### config.mk
export PLATFORM = sky130hd
export DESIGN_NAME = op_mode_ctrl
export DESIGN_NICKNAME = d
export VERILOG_FILES = /design/src/core/op_mode_pkg.sv /design/src/core/op_mode_ctrl.sv
export SDC_FILE = /design/constraint.sdc
export NUM_CORES = 1
export LEC_CHECK = 0
export BUFFER_PORTS_ARGS = -buffer_cell sky130_fd_sc_hd__buf_2
export CAP_MARGIN = 20
export CORE_MARGIN = 2
export CORE_UTILIZATION = 56
export DETAILED_ROUTE_END_ITERATION = 8
export PLACE_DENSITY = 0.95
export SKIP_CTS_REPAIR_TIMING = 1
export SLEW_MARGIN = 20
export SYNTH_ARGS = -nofsm -noshare
export SYNTH_HDL_FRONTEND = slang
export SYNTH_SLANG_ARGS = --single-unit
### constraint.sdc
create_clock -name clock -period 5.06 [get_ports clock]
set_clock_uncertainty 0.1 [all_clocks]
set_input_delay 0.506 -clock clock [delete_from_list [all_inputs] [get_ports clock]]
set_output_delay 0.506 -clock clock [all_outputs]
set_load 0.01 [all_outputs]
### src/core/op_mode_pkg.sv
// operation mode controller package: modes, register map, timing
// assumes a 25 MHz clock and a 32-bit avalon-mm register slave
package op_mode_pkg;

   // ****************************************
   // modes
   // ****************************************
   typedef enum logic [1:0] {
      mode_sleep,
      mode_idle,
      mode_active,
      mode_limp
   } op_mode_t;

   // mode status field codes
   localparam logic [1:0] MODE_CODE_SLEEP  = 2'h0;
   localparam logic [1:0] MODE_CODE_LIMP   = 2'h1;
   localparam logic [1:0] MODE_CODE_ACTIVE = 2'h2;
   localparam logic [1:0] MODE_CODE_IDLE   = 2'h3;

   // ****************************************
   // register map (byte offsets)
   // ****************************************
   localparam logic [5:0] OFF_CTRL   = 6'h00;
   localparam logic [5:0] OFF_OUT    = 6'h04;
   localparam logic [5:0] OFF_MAP0   = 6'h08;
   localparam logic [5:0] OFF_MAP1   = 6'h0c;
   localparam logic [5:0] OFF_STATUS = 6'h10;
   localparam logic [5:0] OFF_ERR    = 6'h14;
   localparam logic [5:0] OFF_CMD    = 6'h18;

   // ctrl fields
   localparam int CTRL_ACT_BIT   = 0;
   localparam int CTRL_RST_BIT   = 1;
   localparam int CTRL_OPEN_LOAD_OFF_STATE_BIT_BIT = 2;

   // status fields
   localparam int STAT_MODE_LSB = 0;
   localparam int STAT_UV_BIT   = 2;
   localparam int STAT_LOP_BIT  = 3;
   localparam int STAT_TER_BIT  = 4;
   localparam int STAT_OSM_LSB  = 8;

   // reset values
   localparam logic [7:0] MAP0_RESET = 8'h04;
   localparam logic [7:0] MAP1_RESET = 8'h08;
   localparam logic [7:0] OUT_RESET  = 8'h00;

   // limp home channel mask: channels 2 and 3
   localparam logic [7:0] LIMP_MASK = 8'h0c;

   // transition latency to active or limp home
   localparam int TRANS_NS     = 200;
   localparam int CLK_NS       = 40;
   localparam int TRANS_CYCLES = (TRANS_NS + CLK_NS - 1) / CLK_NS;

   localparam logic [31:0] UNMAPPED_DATA = 32'h0000_0000;

endpackage

### src/core/op_mode_ctrl.sv
// operation mode controller for an eight channel high-side switch
// assumes pins asynchronous, supply monitors as levels, avalon-mm master
//
// Operation
// - four modes chosen from pins and bits
// - on request leave for active or limp
// - sleep: outputs off, registers at reset
// - idle: outputs off, registers and bus live
// - idle keeps channel error bits
// - standby high plus request enters active
// - force-active zero: no request returns idle
// - force-active one holds active
// - logic undervoltage, inputs low: active to idle
// - input high enters active even unmapped
// - standby low, input high: limp home
// - limp home: reads normal, writes ignored
// - limp home forces both supply flags
// - limp home mode field reads 01
// - first command in limp sets error flag
// - limp home holds open-load-off bit zero
// - limp: error and monitor bits normal
// - limp: other registers at default
// - limp: only channels 2, 3 on
// - turn-on delayed by mode transition time
// - power-on from supply and pin levels
// - soft reset: defaults, clear supply flags, keep errors
// - standby low resets registers and mapping
`timescale 1ns/100ps
module op_mode_ctrl (
   // clock and reset
   input  wire logic        clock,
   input  wire logic        reset,
   // device pins
   input  wire logic        standby_pin,
   input  wire logic [1:0]  direct_input_pins,
   // supply monitors
   input  wire logic        logic_supply_ok,
   input  wire logic        logic_supply_low,
   input  wire logic        analog_supply_ok,
   input  wire logic        analog_supply_uv,
   // diagnosis
   input  wire logic [7:0]  channel_fault,
   input  wire logic [7:0]  output_status_monitor_bits,
   // avalon-mm slave
   input  wire logic [5:0]  address,
   input  wire logic        read,
   input  wire logic        write,
   input  wire logic [31:0] writedata,
   output logic [31:0]      readdata,
   output logic             waitrequest,
   // outputs
   output logic [7:0]       channel_enable,
   output logic [1:0]       mode_code,
   output logic             power_on,
   output logic             diag_enable
);

   // ****************************************
   // pin synchronisers
   // ****************************************
   logic       stby_s1_r, stby_r;
   logic [1:0] in_s1_r, in_r;

   always_ff @(posedge clock or posedge reset) begin
      if (reset) begin
         stby_s1_r <= 1'b0;
         stby_r    <= 1'b0;
         in_s1_r   <= 2'h0;
         in_r      <= 2'h0;
      end else begin
         stby_s1_r <= standby_pin;
         stby_r    <= stby_s1_r;
         in_s1_r   <= direct_input_pins;
         in_r      <= in_s1_r;
      end
   end

   // ****************************************
   // state and registers
   // ****************************************
   op_mode_pkg::op_mode_t mode_r, mode_nxt;
   logic       force_active_bit, open_load_off_state_bit;
   logic [7:0] channel_on_bits, input_map_zero, input_map_one;
   logic [7:0] channel_error_bits;
   logic       supply_undervoltage_flag, logic_supply_low_power_flag;
   logic       transmission_error_flag, ter_pending_r;
   logic [3:0] trans_cnt_r;
   logic       power_on_nxt;
   logic       any_in, any_req, regs_live, limp, soft_rst, reg_clear;
   logic       acc_r, wr_ok, is_cmd;

   function automatic logic [7:0] map_inputs(input logic [1:0] ins, input logic [7:0] m0, input logic [7:0] m1);
      map_inputs = (ins[0] ? m0 : 8'h00) | (ins[1] ? m1 : 8'h00);
   endfunction

   assign any_in    = |in_r;
   assign any_req   = any_in | (|channel_on_bits);
   assign limp      = (mode_r == op_mode_pkg::mode_limp);
   assign regs_live = logic_supply_ok && (mode_r != op_mode_pkg::mode_sleep);
   assign power_on_nxt = (logic_supply_ok | analog_supply_ok) & (any_in | stby_r);
   assign wr_ok     = acc_r && write && !limp && regs_live;
   assign soft_rst  = wr_ok && address == op_mode_pkg::OFF_CTRL && writedata[op_mode_pkg::CTRL_RST_BIT];
   assign reg_clear = !regs_live || !stby_r || limp || soft_rst;
   assign is_cmd    = acc_r && (read || write);

   // ****************************************
   // mode machine
   // ****************************************
   always_comb begin
      mode_nxt = mode_r;
      if (!power_on) begin
         mode_nxt = op_mode_pkg::mode_sleep;
      end else begin
         unique case (mode_r)
            op_mode_pkg::mode_sleep,
            op_mode_pkg::mode_idle: begin
               if (!stby_r && any_in) begin
                  mode_nxt = op_mode_pkg::mode_limp;
               end else if (stby_r && any_req) begin
                  mode_nxt = op_mode_pkg::mode_active;
               end else if (stby_r) begin
                  mode_nxt = op_mode_pkg::mode_idle;
               end else begin
                  mode_nxt = op_mode_pkg::mode_sleep;
               end
            end
            op_mode_pkg::mode_active: begin
               if (!stby_r && any_in) begin
                  mode_nxt = op_mode_pkg::mode_limp;
               end else if (!stby_r) begin
                  mode_nxt = op_mode_pkg::mode_sleep;
               end else if (!logic_supply_ok && !any_in) begin
                  mode_nxt = op_mode_pkg::mode_idle;
               end else if (!force_active_bit && !any_req) begin
                  mode_nxt = op_mode_pkg::mode_idle;
               end
               // force_active_bit keeps active
            end
            op_mode_pkg::mode_limp: begin
               if (stby_r && any_req) begin
                  mode_nxt = op_mode_pkg::mode_active;
               end else if (stby_r) begin
                  mode_nxt = op_mode_pkg::mode_idle;
               end else if (!any_in) begin
                  mode_nxt = op_mode_pkg::mode_sleep;
               end
            end
         endcase
      end
   end

   always_ff @(posedge clock or posedge reset) begin
      if (reset) begin
         mode_r   <= op_mode_pkg::mode_sleep;
         power_on <= 1'b0;
      end else begin
         mode_r   <= mode_nxt;
         power_on <= power_on_nxt;
      end
   end

   // transition latency counter
   always_ff @(posedge clock or posedge reset) begin
      if (reset) begin
         trans_cnt_r <= 4'h0;
      end else if (mode_nxt != mode_r &&
                   (mode_nxt == op_mode_pkg::mode_active || mode_nxt == op_mode_pkg::mode_limp) &&
                   !(mode_r == op_mode_pkg::mode_active || mode_r == op_mode_pkg::mode_limp)) begin
         trans_cnt_r <= 4'(op_mode_pkg::TRANS_CYCLES);
      end else if (trans_cnt_r != 4'h0) begin
         trans_cnt_r <= trans_cnt_r - 4'h1;
      end
   end

   // ****************************************
   // channel outputs
   // ****************************************
   always_ff @(posedge clock or posedge reset) begin
      if (reset) begin
         channel_enable <= 8'h00;
         diag_enable    <= 1'b0;
         mode_code      <= op_mode_pkg::MODE_CODE_SLEEP;
      end else begin
         diag_enable <= (mode_r == op_mode_pkg::mode_active) || limp;
         unique case (mode_r)
            op_mode_pkg::mode_active: mode_code <= op_mode_pkg::MODE_CODE_ACTIVE;
            op_mode_pkg::mode_limp:   mode_code <= op_mode_pkg::MODE_CODE_LIMP;
            op_mode_pkg::mode_idle:   mode_code <= op_mode_pkg::MODE_CODE_IDLE;
            op_mode_pkg::mode_sleep:  mode_code <= op_mode_pkg::MODE_CODE_SLEEP;
         endcase
         if (trans_cnt_r != 4'h0 || !analog_supply_ok) begin
            channel_enable <= 8'h00;
         end else if (mode_r == op_mode_pkg::mode_active) begin
            channel_enable <= (channel_on_bits | map_inputs(in_r, input_map_zero, input_map_one)) & ~channel_error_bits;
         end else if (limp) begin
            channel_enable <= map_inputs(in_r, op_mode_pkg::MAP0_RESET, op_mode_pkg::MAP1_RESET)
                              & op_mode_pkg::LIMP_MASK & ~channel_error_bits;
         end else begin
            channel_enable <= 8'h00;
         end
      end
   end

   // ****************************************
   // control registers
   // ****************************************
   always_ff @(posedge clock or posedge reset) begin
      if (reset) begin
         force_active_bit        <= 1'b0;
         open_load_off_state_bit <= 1'b0;
         channel_on_bits         <= op_mode_pkg::OUT_RESET;
         input_map_zero          <= op_mode_pkg::MAP0_RESET;
         input_map_one           <= op_mode_pkg::MAP1_RESET;
      end else if (reg_clear) begin
         force_active_bit        <= 1'b0;
         open_load_off_state_bit <= 1'b0;
         channel_on_bits         <= op_mode_pkg::OUT_RESET;
         input_map_zero          <= op_mode_pkg::MAP0_RESET;
         input_map_one           <= op_mode_pkg::MAP1_RESET;
      end else if (wr_ok) begin
         unique case (address)
            6'(op_mode_pkg::OFF_CTRL): begin
               force_active_bit        <= writedata[op_mode_pkg::CTRL_ACT_BIT];
               open_load_off_state_bit <= writedata[op_mode_pkg::CTRL_OPEN_LOAD_OFF_STATE_BIT_BIT];
            end
            6'(op_mode_pkg::OFF_OUT):  channel_on_bits <= writedata[7:0];
            6'(op_mode_pkg::OFF_MAP0): input_map_zero  <= writedata[7:0];
            6'(op_mode_pkg::OFF_MAP1): input_map_one   <= writedata[7:0];
            default: ;
         endcase
      end
   end

   // ****************************************
   // flags
   // ****************************************
   always_ff @(posedge clock or posedge reset) begin
      if (reset) begin
         channel_error_bits <= 8'h00;
      end else if (mode_r == op_mode_pkg::mode_active || limp) begin
         // set wins over write-one clear; held in idle
         channel_error_bits <= (channel_error_bits & ~((wr_ok && address == op_mode_pkg::OFF_ERR)
                                ? writedata[7:0] : 8'h00)) | channel_fault;
      end else if (wr_ok && address == op_mode_pkg::OFF_ERR) begin
         channel_error_bits <= channel_error_bits & ~writedata[7:0];
      end
   end

   // status read clears supply flags; live condition wins
   always_ff @(posedge clock or posedge reset) begin
      if (reset) begin
         supply_undervoltage_flag    <= 1'b0;
         logic_supply_low_power_flag <= 1'b0;
      end else if (limp) begin
         supply_undervoltage_flag    <= 1'b1;
         logic_supply_low_power_flag <= 1'b1;
      end else if (soft_rst || !regs_live) begin
         supply_undervoltage_flag    <= 1'b0;
         logic_supply_low_power_flag <= 1'b0;
      end else begin
         supply_undervoltage_flag <= analog_supply_uv ||
            (supply_undervoltage_flag && !(acc_r && read && address == op_mode_pkg::OFF_STATUS));
         logic_supply_low_power_flag <= logic_supply_low ||
            (logic_supply_low_power_flag && !(acc_r && read && address == op_mode_pkg::OFF_STATUS));
      end
   end

   // error flag: set on first command in limp, else set by bad command address
   always_ff @(posedge clock or posedge reset) begin
      if (reset) begin
         ter_pending_r           <= 1'b0;
         transmission_error_flag <= 1'b0;
      end else begin
         if (mode_nxt == op_mode_pkg::mode_limp && !limp) begin
            ter_pending_r <= 1'b1;
         end else if (is_cmd || !limp) begin
            ter_pending_r <= 1'b0;
         end
         if (is_cmd && ter_pending_r) begin
            transmission_error_flag <= 1'b1;
         end else if (is_cmd && address > op_mode_pkg::OFF_CMD) begin
            transmission_error_flag <= 1'b1;
         end else if (acc_r && read && address == op_mode_pkg::OFF_STATUS) begin
            transmission_error_flag <= 1'b0;
         end
      end
   end

   // ****************************************
   // avalon-mm slave, one wait state
   // ****************************************
   always_ff @(posedge clock or posedge reset) begin
      if (reset) begin
         acc_r       <= 1'b0;
         waitrequest <= 1'b1;
      end else begin
         acc_r       <= (read || write) && !acc_r;
         waitrequest <= !((read || write) && !acc_r);
      end
   end

   always_ff @(posedge clock or posedge reset) begin
      if (reset) begin
         readdata <= op_mode_pkg::UNMAPPED_DATA;
      end else if (read && !acc_r) begin
         unique case (address)
            6'(op_mode_pkg::OFF_CTRL):
               readdata <= {29'h0, open_load_off_state_bit, 1'b0, force_active_bit};
            6'(op_mode_pkg::OFF_OUT):  readdata <= {24'h0, channel_on_bits};
            6'(op_mode_pkg::OFF_MAP0): readdata <= {24'h0, input_map_zero};
            6'(op_mode_pkg::OFF_MAP1): readdata <= {24'h0, input_map_one};
            op_mode_pkg::OFF_STATUS:
               readdata <= {16'h0, output_status_monitor_bits, 3'h0, transmission_error_flag,
                            logic_supply_low_power_flag, supply_undervoltage_flag, mode_code};
            op_mode_pkg::OFF_ERR:    readdata <= {24'h0, channel_error_bits};
            default:                 readdata <= op_mode_pkg::UNMAPPED_DATA;
         endcase
      end
   end

   // ****************************************
   // assertions
   // ****************************************
   limp_mask_a: assert property (@(posedge clock) disable iff (reset)
      limp |=> (channel_enable & ~op_mode_pkg::LIMP_MASK) == 8'h00)
      else $error("channel outside limp mask enabled");
   sleep_off_a: assert property (@(posedge clock) disable iff (reset)
      mode_r == op_mode_pkg::mode_sleep |=> channel_enable == 8'h00)
      else $error("channel on in sleep");
   idle_off_a: assert property (@(posedge clock) disable iff (reset)
      mode_r == op_mode_pkg::mode_idle |=> channel_enable == 8'h00 && !diag_enable)
      else $error("channel or diag on in idle");
   limp_flags_a: assert property (@(posedge clock) disable iff (reset)
      limp |=> supply_undervoltage_flag && logic_supply_low_power_flag && mode_code == 2'h1)
      else $error("limp flags wrong");
   limp_write_a: assert property (@(posedge clock) disable iff (reset)
      limp && $stable(mode_r) |=> force_active_bit == 1'b0 && channel_on_bits == op_mode_pkg::OUT_RESET)
      else $error("register changed in limp");
   force_hold_a: assert property (@(posedge clock) disable iff (reset)
      mode_r == op_mode_pkg::mode_active && force_active_bit && stby_r && logic_supply_ok && power_on
      |=> mode_r == op_mode_pkg::mode_active)
      else $error("left active with force bit");
   enter_active_a: assert property (@(posedge clock) disable iff (reset)
      power_on && stby_r && any_in && mode_r == op_mode_pkg::mode_idle |=> mode_r == op_mode_pkg::mode_active)
      else $error("active not entered");
   idle_return_a: assert property (@(posedge clock) disable iff (reset)
      power_on && stby_r && !force_active_bit && !any_req && mode_r == op_mode_pkg::mode_active
      |=> mode_r == op_mode_pkg::mode_idle)
      else $error("idle not reached");
   turn_on_delay_a: assert property (@(posedge clock) disable iff (reset)
      mode_r == op_mode_pkg::mode_idle && mode_nxt == op_mode_pkg::mode_active |=> ##1 channel_enable == 8'h00)
      else $error("turn-on without transition delay");
   limp_ter_a: assert property (@(posedge clock) disable iff (reset)
      limp && is_cmd && ter_pending_r |=> transmission_error_flag)
      else $error("error flag not set on first limp command");
   soft_keep_a: assert property (@(posedge clock) disable iff (reset)
      soft_rst && mode_r == op_mode_pkg::mode_idle
      |=> $stable(channel_error_bits) && input_map_zero == op_mode_pkg::MAP0_RESET)
      else $error("soft reset lost error bits or kept map");
   power_off_a: assert property (@(posedge clock) disable iff (reset)
      !power_on |=> mode_r == op_mode_pkg::mode_sleep)
      else $error("awake without power-on");
   enter_active_c: cover property (@(posedge clock) disable iff (reset)
      mode_r == op_mode_pkg::mode_idle ##1 mode_r == op_mode_pkg::mode_active);
   enter_limp_c: cover property (@(posedge clock) disable iff (reset) !limp ##1 limp);
   limp_ter_c: cover property (@(posedge clock) disable iff (reset) limp && is_cmd && ter_pending_r);
   soft_reset_c: cover property (@(posedge clock) disable iff (reset) soft_rst);
   force_hold_c: cover property (@(posedge clock) disable iff (reset)
      mode_r == op_mode_pkg::mode_active && force_active_bit && !any_req);

endmodule

==> flow_summary.ini <==
[critical_path]
path_cells = ha_1 -> nor3b_1 -> and4_1 -> nand3_1 -> nand3_1 -> o21ai_0
cp.arrival_ps = 3260
slowest_delay_ps = 680
worstSetupEndpointType = register
worstPathMaxFanout = 26
critPathLaunchType = register
critical_path_buf_inv_count = 0
cp.required_ps = 5170
critPathKind = register to register
cpMostUsedCell = nand3_1
crit_family = simple AND/OR/NAND/NOR gates
crit_path_top_delay_cell = nand3_1

[grt]
grt_overflow_total = 0
grt_usage = 0.281
grt_pass1_wl_um = 16200
grt_max_degree = 47
antenna_found_initial = 0
grt_pass1_vias = 3214

[logic_synthesis]
synthFlopType = dfrtp_1
synthTopCellsByArea = dfrtp_1 50%, nand2_1 5.5%, a22o_1 4.3%, nand3_1 3.8%, a21oi_1 3.4%
syn_area_um2 = 3860
yosys_warnings = 0
synth_cell_type_count = 56
yosysTopAreaCellShare = 0.499
avgSynthCellArea_um2 = 9.90
seq_area_frac_synth = 0.519
synthArstFlopShare = 1.00
synth_top_area_cell = dfrtp_1
ys_seq_elements = 80
synth_edf_count = 0
syn_inst = 390

[clock_network]
clkSlewWorstSetupHoldPaths_ps = 80
htreeDepth = 3
root_buffer = clkbuf_8
clock_sinks = 80
cts_buffers = 9
cts_tree = done
clk_latency_ps = 360
cts_max_path_buffers = 2

[floorplan]
core_um2 = 6720
num_io_pins = 110
dieArea_um2 = 7580
dieHeight_um = 87.1
rows = 30
die_w_um = 87.1
start_util = 0.575

[drt]
wl_um = 10200
drt_first_pass_iters = 6
dr_total_vias = 3475
routedWlPerCell_um = 19.0
via_per_inst = 6.47
ant_nets = 0
drt-initial-drc-count = 336
route.detailed.drc = 0

[run]
cap_violations = 0

[sta]
fin_ws_ps = 1910
drv_slew = 0
timing.final.crit_share = 0.623
maxSlewHeadroom = 0.353
setup_violations = 0
rsz0062_at_grt = false
post-route-min-period_ps = 3150
final_hold_viol_count = 0
tightest_slew_ps = 968
max_freq_ghz = 0.317
fin_setup_tns_ps = 0

[pwr]
p_leak_uw = 0.00203
p_per_area_nw_per_um2 = 352
vdd.ir_drop.worst_mv = 0.197

[finish]
final_common_cell = dfrtp_1
area_growth_pct = 14.0
drive_gt1_frac = 0.243
antenna_cells = 0
finalInstanceArea_um2 = 4400
layout_common_cells = 77 x dfrtp_1, 69 x buf_2, 57 x nand2_1
num-nets-final = 523

[place]
routabilityCongestion = 0.908
io_buffers = 69
placed_cell_area_um2 = 4200
pre_cts_ws_ps = 1990
place_hpwl_um = 7050

[min_path]
hold_class = primary input to register

[run_status]
status = finished clean
[where the power goes]
group          internal [uW]  switching, uW
registers                692           50.4
logic                    123            204
clock network            232            252
total                   1050            506
[final cells by class]
| class | count | area [um2] |
|---|---|---|
| Clock buffer | 9 | 124 |
| Clock inverter | 7 | 78.8 |
| Fill cell | 525 | 2310 |
| Inverter | 10 | 37.5 |
| Multi-Input combinational cell | 277 | 1680 |
| Sequential cell | 80 | 2010 |
| Tap cell | 80 | 100 |
| Timing Repair Buffer | 74 | 383 |
[state kept, by name, indices dropped and copies added (netlist names), 2 cells and up]
name,count
mode_r,2
input_map_one,8
input_map_zero,8
trans_cnt_r,4
mode_code,2
readdata,16
in_r,2
channel_enable,8
channel_error_bits,8
in_s1_r,2
channel_on_bits,8
[through the flow]
| stage | util | power [uW] | hold slack (ps) | std cells |
|---|---|---|---|---|
| after floorplan | - | 970 | 231 | 405 |
| after global placement | 0.625 | 1050 | 233 | 521 |
| after detailed placement | 0.625 | 1070 | 237 | 521 |
| final | 0.655 | 1550 | 145 | 537 |
| after global routing | 0.655 | 1620 | 131 | 537 |
| after CTS | 0.655 | 1550 | 144 | 537 |
[routing by layer]
metal | GRT usage | up-vias | share of wire | wire (um)
li1 | - | 1518 | - | -
met1 | 0.371 | 1687 | 0.40 | 4040
met2 | 0.437 | 232 | 0.47 | 4810
met3 | 0.0654 | 38 | 0.091 | 932
met4 | 0.139 | 0 | 0.043 | 436
met5 | 0 | - | 0 | 0
[cells in the mapped netlist, drive strengths merged (6+ instances only)]
| cell type | count |
|---|---|
| a221oi | 9 |
| buf | 18 |
| inv | 9 |
| dfrtp | 77 |
| ha | 6 |
| nand2 | 57 |
| o21ai | 13 |
| clkbuf | 20 |
| and3 | 6 |
| nor2 | 8 |
| nand3 | 29 |
| mux2 | 7 |
| nand2b | 7 |
| nor3 | 13 |
| a21oi | 26 |
| a22o | 19 |
[worst paths after layout]
check	start	to	slack [ps]	cells after the start
max in group asynchronous	reset	input_map_zero[2]$_DFFE_PP1P_	3600	3
hold reg to reg	in_s1_r[1]$_DFF_PP0_	in_r[1]$_DFF_PP0_	250	0
setup / recovery	mode_r[1]$_DFF_PP0_	open_load_off_state_bit$_DFFE_PP0P_	1910	6
hold / removal	direct_input_pins[0]	in_s1_r[0]$_DFF_PP0_	140	1
setup reg to reg	mode_r[1]$_DFF_PP0_	open_load_off_state_bit$_DFFE_PP0P_	1910	6
min in group asynchronous	reset	trans_cnt_r[2]$_DFFE_PP0P_	240	2
[cell families after synthesis]
family,count (synthesis),synth area share
buf+inv,48,0.0628
mux,8,0.0230
xor+xnor,1,0.00227
fa+ha+maj,6,0.0194
simple gates,146,0.187
compound gates,100,0.185
other cells,1,0.000971
flops,80,0.519
Note: power is estimated with default switching activity, not from simulation.
